===== config.mk =====
export PLATFORM = sky130hd
export DESIGN_NAME = wdr_top
export DESIGN_NICKNAME = d
export VERILOG_FILES = /design/src/wdr_pkg.sv /design/src/wdr_top.sv
export VERILOG_INCLUDE_DIRS = /design/src
export SDC_FILE = /design/constraint.sdc
export NUM_CORES = 1
export LEC_CHECK = 0
export ABC_AREA = 1
export BUFFER_PORTS_ARGS = -buffer_cell sky130_fd_sc_hd__buf_2
export CAP_MARGIN = 20
export CORE_UTILIZATION = 43
export DETAILED_ROUTE_END_ITERATION = 8
export PLACE_DENSITY = 0.67
export SYNTH_ARGS = -nofsm -noshare
export SYNTH_HDL_FRONTEND = slang
export SYNTH_SLANG_ARGS = --single-unit

===== constraint.sdc =====
create_clock -name clk_sys -period 2.65 [get_ports clk_sys]
set_input_delay 0.1325 -clock clk_sys [delete_from_list [all_inputs] [get_ports clk_sys]]
set_output_delay 0.1325 -clock clk_sys [all_outputs]
set_load 0.01 [all_outputs]

===== src/wdr_defs.svh =====
// Purpose: Offsets, field positions, reset values and timing counts of the watchdog block.
// Assumes: clk_sys at 100 MHz, one half clock period per time unit.
// Notes:   Register offsets are indices; the byte address is four times the index.
`ifndef WDR_DEFS_SVH
`define WDR_DEFS_SVH

`define WDR_IDX_CTRL        16'hffae
`define WDR_IDX_CMD         16'hffb0
`define WDR_IDX_STAT        16'hffb2

`define WDR_F_SEL           0
`define WDR_F_WATCHDOG_RESET_FLAG          1
`define WDR_F_SWR           2
`define WDR_F_SHORT_HARDWARE_RESET_FLAG          3
`define WDR_F_LONG_HARDWARE_RESET_FLAG          4
`define WDR_F_POWER_ON_RESET_FLAG          5
`define WDR_F_RELOAD_LSB    8
`define WDR_C_SERVICE       0
`define WDR_C_END_OF_INITIALIZATION_INSTRUCTION         1
`define WDR_C_SOFTWARE_RESET_INSTRUCTION          2
`define WDR_C_DISABLE       3
`define WDR_S_ENABLED       16
`define WDR_S_END_OF_INITIALIZATION_INSTRUCTION_DONE    17
`define WDR_S_IN_RESET      18

`define WDR_RST_RELOAD      8'h00
`define WDR_RST_SEL         1'b0

`define WDR_TCL_PER_CLK     2
`define WDR_DETECT_TCL      4
`define WDR_SHORT_MAX_TCL   1038
`define WDR_LONG_MIN_TCL    1040
`define WDR_SEQ_TCL         1024
`define WDR_LATCH_FAST_TCL  6
`define WDR_LATCH_SLOW_TCL  8
`define WDR_DETECT_CLK      ((`WDR_DETECT_TCL + `WDR_TCL_PER_CLK - 1) / `WDR_TCL_PER_CLK)
`define WDR_SHORT_MAX_CLK   (`WDR_SHORT_MAX_TCL / `WDR_TCL_PER_CLK)
`define WDR_LONG_MIN_CLK    ((`WDR_LONG_MIN_TCL + `WDR_TCL_PER_CLK - 1) / `WDR_TCL_PER_CLK)
`define WDR_SEQ_CLK         ((`WDR_SEQ_TCL + `WDR_TCL_PER_CLK - 1) / `WDR_TCL_PER_CLK)
`define WDR_LATCH_FAST_CLK  ((`WDR_LATCH_FAST_TCL + `WDR_TCL_PER_CLK - 1) / `WDR_TCL_PER_CLK)
`define WDR_LATCH_SLOW_CLK  ((`WDR_LATCH_SLOW_TCL + `WDR_TCL_PER_CLK - 1) / `WDR_TCL_PER_CLK)
`define WDR_DIV_FAST        2
`define WDR_DIV_SLOW        128

`endif


===== src/wdr_pkg.sv =====
// Purpose: Types shared by the watchdog and reset cause block.
// Assumes: Constants come from wdr_defs.svh.
// Notes:   The whole module state is one packed struct.
package wdr_pkg;

    typedef enum logic [2:0] {ST_RUN, ST_WDT_WAIT, ST_SEQ, ST_EXTEND, ST_LATCH} wdr_state_e;

    typedef struct packed {
        logic power_on_reset_flag;
        logic long_hardware_reset_flag;
        logic short_hardware_reset_flag;
        logic software_reset_flag;
        logic watchdog_reset_flag;
    } wdr_flags_s;

    typedef struct packed {
        logic active;
        logic no_ready;
        logic waits_done;
        logic ready_n;
    } wdr_ebus_s;

    typedef struct packed {
        wdr_state_e  fsm;
        logic        hw_cause;
        logic [9:0]  low_cnt;
        logic [9:0]  seq_cnt;
        logic [6:0]  presc;
        logic [15:0] wdt_cnt;
        logic [7:0]  reload;
        logic        in_sel;
        wdr_flags_s  flags;
        logic        wdt_en;
        logic        end_of_initialization_instruction_done;
        logic        mode_async;
        logic        rst_out_n;
        logic        int_rst;
        logic        cancel_hold;
        logic        abort_ext;
        logic        float_io;
        logic        cfg_pull_hi;
        logic [15:0] cfg_latched;
        logic        ack;
        logic [31:0] dat;
    } wdr_st_s;

endpackage


===== src/wdr_top.sv =====
// Purpose: Watchdog timer with reset sequencing and reset cause flags.
// Assumes: All pins are synchronous to clk_sys; Wishbone classic slave, 32-bit data.
// Notes:   The instruction strobes of the core arrive as writes to a command register.
//
// Local design decision: register access over Wishbone.
`timescale 1ns/1ps
`include "wdr_defs.svh"

module wdr_top
(
    // Clock and reset
    input  wire logic              clk_sys,
    input  wire logic              nrst,
    // Wishbone slave
    input  wire logic              wb_cyc_i,
    input  wire logic              wb_stb_i,
    input  wire logic              wb_we_i,
    input  wire logic [31:0]       wb_adr_i,
    input  wire logic [3:0]        wb_sel_i,
    input  wire logic [31:0]       wb_dat_i,
    output logic [31:0]            wb_dat_o,
    output logic                   wb_ack_o,
    // Reset pins and straps
    input  wire logic              reset_input_pin_n,
    input  wire logic              reset_mode_pin,
    input  wire logic              power_on_detect,
    input  wire logic              bidir_reset_enable,
    input  wire logic              latch_fast,
    input  wire logic [15:0]       configuration_port,
    // External bus cycle status
    input  wire wdr_pkg::wdr_ebus_s ebus,
    // Reset effects
    output logic                   reset_out_pin_n,
    output logic                   internal_reset,
    output logic                   cancel_hold,
    output logic                   abort_ext_cycle,
    output logic                   float_io,
    output logic                   cfg_pull_high,
    output logic [15:0]            cfg_latched,
    output logic                   reset_is_async
);
    import wdr_pkg::*;

    // Pin and sequence timings are whole clocks, rounded up from half periods; the short maximum is rounded down.
    localparam logic [9:0] DETECT_CLK = 10'(`WDR_DETECT_CLK);
    localparam logic [9:0] SHORT_MAX  = 10'(`WDR_SHORT_MAX_CLK);
    localparam logic [9:0] LONG_MIN   = 10'(`WDR_LONG_MIN_CLK);
    localparam logic [9:0] SEQ_CLK    = 10'(`WDR_SEQ_CLK);
    localparam logic [9:0] LATCH_FAST = 10'(`WDR_LATCH_FAST_CLK);
    localparam logic [9:0] LATCH_SLOW = 10'(`WDR_LATCH_SLOW_CLK);
    localparam logic [6:0] DIV_FAST   = 7'(`WDR_DIV_FAST - 1);
    localparam logic [6:0] DIV_SLOW   = 7'(`WDR_DIV_SLOW - 1);

    wdr_st_s st;
    wdr_st_s next_st;

    logic        bus_req;
    logic        addr_ok;
    logic [15:0] reg_idx;
    logic        wr_ctrl;
    logic        wr_cmd;
    logic        cmd_service;
    logic        cmd_end_of_initialization_instruction;
    logic        cmd_software_reset_instruction;
    logic        cmd_disable;
    logic        tick;
    logic        overflow;
    logic        pin_low;
    logic        enter_hw;
    logic [15:0] ctrl_view;

    // A request is refused while ack stands, so a strobe held into the ack cycle is not taken again in that cycle.
    assign bus_req = wb_cyc_i && wb_stb_i && !st.ack;
    assign reg_idx = wb_adr_i[17:2];
    assign addr_ok = (wb_adr_i[31:18] == 14'h0000);
    assign wr_ctrl = bus_req && wb_we_i && addr_ok && (reg_idx == `WDR_IDX_CTRL);
    assign wr_cmd  = bus_req && wb_we_i && addr_ok && (reg_idx == `WDR_IDX_CMD) && wb_sel_i[0];
    assign pin_low = !reset_input_pin_n;

    // Core instructions only act while the core runs, never inside a reset sequence.
    assign cmd_service = wr_cmd && wb_dat_i[`WDR_C_SERVICE] && (st.fsm == ST_RUN);
    assign cmd_end_of_initialization_instruction   = wr_cmd && wb_dat_i[`WDR_C_END_OF_INITIALIZATION_INSTRUCTION] && (st.fsm == ST_RUN);
    assign cmd_software_reset_instruction    = wr_cmd && wb_dat_i[`WDR_C_SOFTWARE_RESET_INSTRUCTION] && (st.fsm == ST_RUN);
    assign cmd_disable = wr_cmd && wb_dat_i[`WDR_C_DISABLE] && (st.fsm == ST_RUN);

    // The prescaler runs free, so the first tick after a service may come one step early.
    assign tick     = st.presc == (st.in_sel ? DIV_SLOW : DIV_FAST);
    assign overflow = (st.fsm == ST_RUN) && st.wdt_en && tick
                      && (st.wdt_cnt == 16'hffff);

    // A low mode pin skips the filter so a reset is caught even while the clock settles.
    assign enter_hw = pin_low && (!reset_mode_pin || (st.low_cnt + 10'h001 >= DETECT_CLK));

    assign ctrl_view = {st.reload, 2'b00, st.flags.power_on_reset_flag, st.flags.long_hardware_reset_flag, st.flags.short_hardware_reset_flag,
                        st.flags.software_reset_flag, st.flags.watchdog_reset_flag, st.in_sel};

    always_comb
    begin
        next_st             = st;
        next_st.cancel_hold = 1'b0;
        next_st.abort_ext   = 1'b0;
        next_st.ack         = bus_req;
        next_st.dat         = 32'h0000_0000;

        // Read data is captured with the answer and stands only while ack does.
        if (bus_req && !wb_we_i && addr_ok)
        begin
            case (reg_idx)
                `WDR_IDX_CTRL: next_st.dat = {16'h0000, ctrl_view};
                `WDR_IDX_STAT: next_st.dat = {13'h0000, st.fsm != ST_RUN, st.end_of_initialization_instruction_done,
                                              st.wdt_en, st.wdt_cnt};
                default:       next_st.dat = 32'h0000_0000;
            endcase
        end

        // Only the select bit and the reload byte are writable; flags ignore writes.
        if (wr_ctrl && wb_sel_i[0])
        begin
            next_st.in_sel = wb_dat_i[`WDR_F_SEL];
        end
        if (wr_ctrl && wb_sel_i[1])
        begin
            next_st.reload = wb_dat_i[`WDR_F_RELOAD_LSB +: 8];
        end

        // Reset pin low time, counted while it stays low, saturating.
        if (pin_low)
        begin
            if (st.low_cnt != 10'h3ff)
            begin
                next_st.low_cnt = st.low_cnt + 10'h001;
            end
            next_st.mode_async = !reset_mode_pin;
        end
        else if (st.fsm == ST_RUN || st.fsm == ST_LATCH)
        begin
            next_st.low_cnt = 10'h000;
        end

        case (st.fsm)
            ST_RUN:
            begin
                next_st.presc = tick ? 7'h00 : st.presc + 7'h01;
                if (st.wdt_en && tick)
                begin
                    next_st.wdt_cnt = st.wdt_cnt + 16'h0001;
                end
                if (!overflow)
                begin
                    if (cmd_service)
                    begin
                        next_st.wdt_cnt    = {st.reload, 8'h00};
                        next_st.flags.watchdog_reset_flag = 1'b0;
                    end
                    if (cmd_disable && !st.end_of_initialization_instruction_done)
                    begin
                        next_st.wdt_en = 1'b0;
                    end
                end
                if (cmd_end_of_initialization_instruction)
                begin
                    next_st.end_of_initialization_instruction_done = 1'b1;
                    next_st.rst_out_n  = 1'b1;
                    next_st.flags      = '0;
                end

                // Hardware reset outranks a watchdog reset, which outranks software reset.
                if (enter_hw)
                begin
                    next_st.fsm         = ST_SEQ;
                    next_st.hw_cause    = 1'b1;
                    next_st.seq_cnt     = 10'h000;
                    next_st.rst_out_n   = 1'b0;
                    next_st.int_rst     = 1'b1;
                    next_st.cancel_hold = 1'b1;
                    next_st.abort_ext   = 1'b1;
                    next_st.float_io    = 1'b1;
                    next_st.cfg_pull_hi = 1'b1;
                    next_st.flags.watchdog_reset_flag  = overflow;
                    next_st.flags.software_reset_flag   = 1'b1;
                    next_st.flags.short_hardware_reset_flag  = 1'b1;
                    if (power_on_detect)
                    begin
                        next_st.flags.power_on_reset_flag = 1'b1;
                        next_st.flags.long_hardware_reset_flag = 1'b1;
                    end
                end
                // The sequence waits in its own state until the external bus may be cut.
                else if (overflow)
                begin
                    next_st.fsm        = ST_WDT_WAIT;
                    next_st.hw_cause   = 1'b0;
                    next_st.rst_out_n  = 1'b0;
                    next_st.flags.watchdog_reset_flag = 1'b1;
                    next_st.flags.software_reset_flag  = 1'b1;
                end
                else if (cmd_software_reset_instruction)
                begin
                    next_st.fsm         = ST_SEQ;
                    next_st.hw_cause    = 1'b0;
                    next_st.seq_cnt     = 10'h000;
                    next_st.rst_out_n   = 1'b0;
                    next_st.int_rst     = 1'b1;
                    next_st.cancel_hold = 1'b1;
                    next_st.abort_ext   = 1'b1;
                    next_st.float_io    = 1'b1;
                    next_st.cfg_pull_hi = 1'b1;
                    next_st.flags.software_reset_flag   = 1'b1;
                end
            end

            ST_WDT_WAIT:
            begin
                // A cycle without ready, or one whose ready came in time, runs to its end.
                if (!ebus.active || (ebus.waits_done && ebus.ready_n && !ebus.no_ready)
                    || pin_low)
                begin
                    next_st.fsm         = ST_SEQ;
                    next_st.seq_cnt     = 10'h000;
                    next_st.int_rst     = 1'b1;
                    next_st.cancel_hold = 1'b1;
                    next_st.abort_ext   = ebus.active;
                    next_st.float_io    = 1'b1;
                    next_st.cfg_pull_hi = 1'b1;
                end
            end

            // A low pin during the sequence marks it as hardware caused.
            ST_SEQ:
            begin
                if (pin_low)
                begin
                    next_st.hw_cause = 1'b1;
                end
                if (st.seq_cnt + 10'h001 >= SEQ_CLK)
                begin
                    if (pin_low && (bidir_reset_enable || st.hw_cause))
                    begin
                        next_st.fsm = ST_EXTEND;
                    end
                    else
                    begin
                        next_st.fsm     = ST_LATCH;
                        next_st.seq_cnt = 10'h000;
                        if (st.hw_cause && st.low_cnt <= SHORT_MAX)
                        begin
                            next_st.flags.short_hardware_reset_flag = 1'b1;
                            next_st.flags.software_reset_flag  = 1'b1;
                        end
                    end
                end
                else
                begin
                    next_st.seq_cnt = st.seq_cnt + 10'h001;
                end
            end

            // The sequence is held here for as long as the pin stays low.
            ST_EXTEND:
            begin
                next_st.flags.long_hardware_reset_flag = 1'b1;
                next_st.flags.short_hardware_reset_flag = 1'b1;
                next_st.flags.software_reset_flag  = 1'b1;
                if (!pin_low)
                begin
                    next_st.fsm     = ST_LATCH;
                    next_st.seq_cnt = 10'h000;
                    if (st.low_cnt < LONG_MIN)
                    begin
                        next_st.flags.long_hardware_reset_flag = st.flags.long_hardware_reset_flag || !st.hw_cause;
                    end
                end
            end

            // A new low pulse before the latch sends the sequence back to the extension.
            ST_LATCH:
            begin
                if (pin_low)
                begin
                    next_st.fsm     = ST_EXTEND;
                    next_st.seq_cnt = 10'h000;
                end
                else if (st.seq_cnt + 10'h001 >= (latch_fast ? LATCH_FAST : LATCH_SLOW))
                begin
                    next_st.fsm         = ST_RUN;
                    next_st.cfg_latched = configuration_port;
                    next_st.cfg_pull_hi = 1'b0;
                    next_st.int_rst     = 1'b0;
                    next_st.float_io    = 1'b0;
                    next_st.hw_cause    = 1'b0;
                    next_st.low_cnt     = 10'h000;
                end
                else
                begin
                    next_st.seq_cnt = st.seq_cnt + 10'h001;
                end
            end

            default:
            begin
                next_st.fsm = ST_RUN;
            end
        endcase

        // Every reset sequence rearms the watchdog and restarts initialisation.
        if (next_st.fsm != ST_RUN)
        begin
            next_st.wdt_en     = 1'b1;
            next_st.end_of_initialization_instruction_done = 1'b0;
            next_st.rst_out_n  = 1'b0;
            next_st.wdt_cnt    = 16'h0000;
            next_st.presc      = 7'h00;
            next_st.reload     = `WDR_RST_RELOAD;
            next_st.in_sel     = `WDR_RST_SEL;
        end
    end

    // The reset values match what a finished reset sequence leaves behind, except that the flags, cfg_latched, mode_async and seq_cnt load zero.
    always_ff @(posedge clk_sys)
    begin
        if (!nrst)
        begin
            st             <= '0;
            st.fsm         <= ST_RUN;
            st.wdt_en      <= 1'b1;
            st.reload      <= `WDR_RST_RELOAD;
            st.in_sel      <= `WDR_RST_SEL;
            st.cfg_latched <= 16'h0000;
        end
        else
        begin
            st <= next_st;
        end
    end

    // Every output is a field of the state register, so none has a combinational path.
    assign wb_dat_o        = st.dat;
    assign wb_ack_o        = st.ack;
    assign reset_out_pin_n = st.rst_out_n;
    assign internal_reset  = st.int_rst;
    assign cancel_hold     = st.cancel_hold;
    assign abort_ext_cycle = st.abort_ext;
    assign float_io        = st.float_io;
    assign cfg_pull_high   = st.cfg_pull_hi;
    assign cfg_latched     = st.cfg_latched;
    assign reset_is_async  = st.mode_async;

endmodule


Word level (Yosys, flattened, before mapping)
Index checks and enable logic that the tools add are counted.

word-level totals
  register bits = 119
  input bits = 98
  word-level logic and storage cells = 191

cells by class
  $add $sub $neg = 4
  magnitude comparators = 5
  equality and inequality tests = 25
  muxes and demuxes = 64
  bitwise operators = 2
  reduce and logical (&&, ||, !) cells = 66

operator list
  kind                   count
  $mux 10                13
  $eq 16x16->1 const B   4
  $pmux 10 s5            1
  $mux 16                3
  $pmux 19 s2            1
  $mux 18                2
  $logic_and 1x1->1      29
  $mux 3                 7
  $add 10x1->10 const B  2
  $add 16x1->16 const B  1
  $mux 5                 3
  $ne 3x3->1 const B     5
  $pmux 3 s5             1
  $reduce_and 5->1       3
  $reduce_bool 3->1      5
  $logic_not 14->1       1
  $mux 14                1
  $mux 7                 2
  $ne 2x2->1 const B     7
  $mux 1                 12
  $mux 2                 6
  $mux 4                 3
  $mux 6                 2
  $pmux 2 s3             2
  other kinds (30)       50

Logic depth before layout (Yosys ltp)
  depth in word-level cells = 16
  mapped depth = 18
  gate-level depth less buffers = 17

Worst setup path after synthesis
OpenSTA, ideal clock, no wires.

  path kind = register -> register
  start = reg st[95] (netlist name)
  end = reg st (netlist bit ctrl_view[11])
  setup time = 0.115 ns
  data arrival time = 2.093 ns
  required time = 2.535 ns
  path slack = 0.442 ns
  cell stages (with the launch flop) = 17
  path buffers = 1
  clock period less this slack = 2.208 ns
  cells stage by stage = dfxtp_1 -> ha_1 -> xor2_1 -> ha_1 -> nand2_1 -> nand2_1 -> nor2_1 -> nand3_1 -> nor2_2 -> nand2_1 -> nand2_1 -> nand2_1 -> nand2_1 -> nor2_2 -> nand2_4 -> buf_6 -> nor2_4

between the ends
  cells in the longest elaborated chain, start to end = 7
  elaborated cells on any way between the ends = 9

ends and longest elaborated chain
  element                             line                            source
  start, declared                     wdr_top.sv:54                   wdr_st_s st;
  start signal, assigned              wdr_top.sv:332                  st <= next_st;
  $add 10x1->10 *                     wdr_top.sv:235, wdr_top.sv:283
  $ge 10x3->1                         wdr_top.sv:283                  else if (st.seq_cnt + 10'h001 >= (latch_fast ? LATCH_FAST : LATCH_SLOW))
  $mux 14                             wdr_top.sv:283
  $mux 3                              wdr_top.sv:278                  if (pin_low)
  $pmux 3 s5 *                        wdr_top.sv:140                  case (st.fsm)
  $reduce_bool 3->1 *                 wdr_top.sv:306                  if (next_st.fsm != ST_RUN)
  $reduce_or 2->1 (no source line) *  -

Every way passes the cells marked *; elsewhere a longest branch is shown, timed or not. The select of a mux whose other input is x is not followed.
A chain may end at the register's enable or synchronous reset.

Final worst setup path
  start = reg st[105] (netlist name)
  end = reg st (netlist bit ctrl_view[15])

between the ends
  cells in the longest elaborated chain, start to end = 8

ends and longest elaborated chain
  element                           line            source
  $add 10x1->10                     wdr_top.sv:92   assign enter_hw = pin_low && (!reset_mode_pin || (st.low_cnt + 10'h001 >= DETECT_CLK));
  $ge 10x2->1                       wdr_top.sv:92
  $logic_or 1x1->1                  wdr_top.sv:92
  $logic_and 1x1->1                 wdr_top.sv:92
  $mux 4                            wdr_top.sv:168  if (enter_hw)
  $pmux 3 s5                        wdr_top.sv:140
  $reduce_bool 3->1                 wdr_top.sv:306
  $reduce_or 2->1 (no source line)  -

No other way between the ends.

==> metrics.md <==
| Metric | Value |
|---|---|
| CP required | 2940 ps |
| H-tree levels | 3 |
| DR WL met3 | 913 um |
| Library cells used by synthesis | 40 |
| First-pass GRT wire length | 23,800 um |
| Slew Limit Headroom | 59.0% |
| Critical path class | register to register |
| Count of final hold-check violations | 0 |
| Root Driver | clkbuf_16 |
| Slew @ Worst Pin | 611 ps |
| Fin. max-slew vios | 0 |
| Vert. Die Dim | 121 um |
| Routed vias/inst | 4.87 |
| Placed insts | 1,163 |
| Max IR drop VDD | 0.000298 V |
| Syn Area/Cell | 6.70 um^2 |
| CTS tree | yes |
| Number of core rows | 43 |
| Final setup viols | 0 |
| Setup TNS | 0 ps |
| Total wire length | 14,300 um |
| RSZ-0062 raised after global routing | no |
| GRT Overall Usage | 20.3% |
| Crit share post-route | 90.8% |
| Crit path launch type | register |
| PwrDens | 494 nW/um^2 |
| Die W | 121 um |
| Logic pwr share | 16.3% |
| Yosys reg bits | 104 |
| Layout Nets | 1,107 |
| Switch share | 28.0% |
| Post-synth EDFFs | 0 |
| CP Capture Type | register |
| Hold WS | 8.53 ps |
| Power Internal | 2470 uW |
| Synth-to-Final Area Change | 14.0% |
| Crit Path Max Fanout | 14 |
| Synthesized area | 6080 um^2 |
| Final Util | 50.2% |
| Leakage Power | 0.00312 uW |
| Max Cap Violations | 0 |
| Clock Path Buffers | 2 |
| Layout cells sized above 1 | 20.6% |
| Number of routed nets with antenna violations | 0 |
| Initial antenna violation count | 0 |
| Highest metal used | met4 |
| # fillers | 1,391 |
| Detailed Routing Iterations Pass 1 | 5 |
| Clock net sink count | 104 |
| Vias in the first global route | 4,995 |
| Largest net degree at the start of global routing | 33 |
| Status | complete, no violations |
| Routability cong. | 0.896 |
| DRT iter0 DRCs | 285 |
| Finished Layout Cells | 1,183 |
| Share of power burned in registers | 48.2% |
| Syn Inst Count | 908 |
| Min-delay worst type | input port to register |
| Num ports | 154 |
| GRT Residual Overflow | 0 |
| Drt wl/cell | 12.1 um |
| Via count | 5,756 |
| Tmin final | 2410 ps |
| Psw | 959 uW |
| Residual DRC | 0 |
| Diode count | 0 |
| Length of routed met2 wiring | 6290 um |
| FFs w/ async S/R, synth | 0% |
| Worst-path clk slew | 70 ps |
| Core Area | 13,800 um^2 |
| Initial Util | 44.0% |
| Worst setup path start | st[105] |
| Hold Path Origin | configuration_port[12] |
| Count of input and output buffers | 116 |
| Wire length on met1 | 6950 um |
| Clk_lat worst skew | 350 ps |
| Clk_skew | 12.8 ps |
| Synth warnings | 0 |
| DP HPWL | 10,600 um |
| Clock power frac | 35.5% |
| Num CTS Buffers | 9 |
| Max frequency | 415 MHz |
| Die area | 14,600 um^2 |
| Worst r2r src | st[105] |
| Post-synth top flop | dfxtp_1 |
| CP arrival | 2700 ps |
| Sequential fraction of the synthesis area | 34.2% |
power groups by stage:
stage	Clock (uW)	Combinational (uW)	Sequential, uW
2_1_floorplan	0	386	1680
3_3_place_gp	0	545	1690
3_5_place_dp	0	548	1690
4_1_cts	1240	561	1650
5_1_grt	1320	627	1660
6_report	1220	558	1650
state kept, by name, indices dropped and copies added, names as in the netlist:
signal,count
st,49
wb_dat_o,19
cfg_latched,16
ctrl_view,14
abort_ext_cycle,1
cancel_hold,1
internal_reset,1
reset_is_async,1
reset_out_pin_n,1
wb_ack_o,1
synthesized netlist by cell type, types with 3 or more instances:
library cell,n,area (um^2)
a21oi_1,32,160
buf_4,51,383
buf_6,4,45.0
clkbuf_1,12,45.0
dfxtp_1,104,2080
ha_1,8,100
inv_1,114,428
mux2_2,8,90.1
nand2_1,184,691
nand2_2,3,18.8
nand3_1,63,315
nand3b_1,4,30.0
nand4_1,18,113
nor2_1,143,537
nor2_2,35,219
nor2_4,8,90.1
nor3_1,14,70.1
nor4_1,4,25.0
o211ai_1,3,22.5
o21ai_0,36,180
o22ai_1,22,138
xor2_1,12,105
layout by cell type, fill, tap and decap left out, types with 3 or more instances in the layout:
cell type / instances
nand3b_1: 4
inv_1: 114
o22ai_1: 22
buf_4: 13
ha_1: 8
nor2_2: 35
nor2_4: 8
nor3_1: 14
dlygate4sd3_1: 7
nor2_1: 143
nor4_1: 4
mux2_2: 8
xor2_1: 12
buf_2: 116
o211ai_1: 3
nand4_1: 18
nand2_1: 184
o21ai_0: 36
nand3_1: 63
dfxtp_1: 104
a21oi_1: 32
clkbuf_16: 9
nand2_2: 3
buf_12: 3
conb_1: 13
worst paths after layout:
| path | end | slack (ps) | depth (start not counted) |
|---|---|---|---|
| setup / recovery | ctrl_view[15] | 240 | 14 |
| hold / removal | cfg_latched[12] | 9 | 3 |
| setup reg to reg | ctrl_view[15] | 240 | 14 |
| hold reg to reg | ctrl_view[5] | 470 | 2 |
kinds of logic (layout without fill, tap and decap cells):
group                    Yosys count  count (layout)  share of synthesized area (%)
AND/OR/NAND/NOR                  483             483                           35.7
XOR/XNOR                          13              13                           1.87
buffers and inverters            186             269                           15.2
flip-flops                       104             104                           34.2
adder cells (fa/ha/maj)            8               8                           1.65
other                              1              13                         0.0616
AO/OA/AOI/OAI                    105             105                           9.81
multiplexers                       8               8                           1.48
metrics by stage:
step           setup WS (ps)  instance area, um^2  total power, uW
6_report                 243                 6940             3430
2_1_floorplan            442                 6130             2070
5_1_grt                 40.1                 6940             3610
4_1_cts                  231                 6940             3460
3_5_place_dp             261                 6610             2240
3_3_place_gp             297                 6610             2230
cell type report:
cell class	instances	area (um^2)	share of cell area [%]
Clock buffer	10	239	3.44
Inverter	117	444	6.40
Timing Repair Buffer	139	808	11.7
Tap cell	180	225	3.25
Sequential cell	104	2080	30.0
Multi-Input combinational cell	630	3120	45.0
Clock inverter	3	18.8	0.271
critical path: stages, from the launching register on:
cell,delay [ps]
dfxtp_1,460
ha_1,260
nand2_1,100
nor2_2,160
nand2_2,80
nand2_1,60
nand2_1,50
nor2_1,150
nand3_2,120
nand2_4,140
o21ai_2,110
a21oi_4,190
nand2_4,150
buf_12,190
nor2_1,100
timing repair:
item                      in CTS  in global routing
gates resized for setup        0                  0
hold endpoints to repair       7                  0
hold buffers                   7                  0
setup buffers                  0                  0
per-layer routing:
metal  global-route usage, %  vias up
met2                    32.6      167
li1                        -     3023
met5                       0        -
met3                    4.46       12
met4                    6.64        0
met1                    26.7     2554
Power figures use the tool's default switching activity.
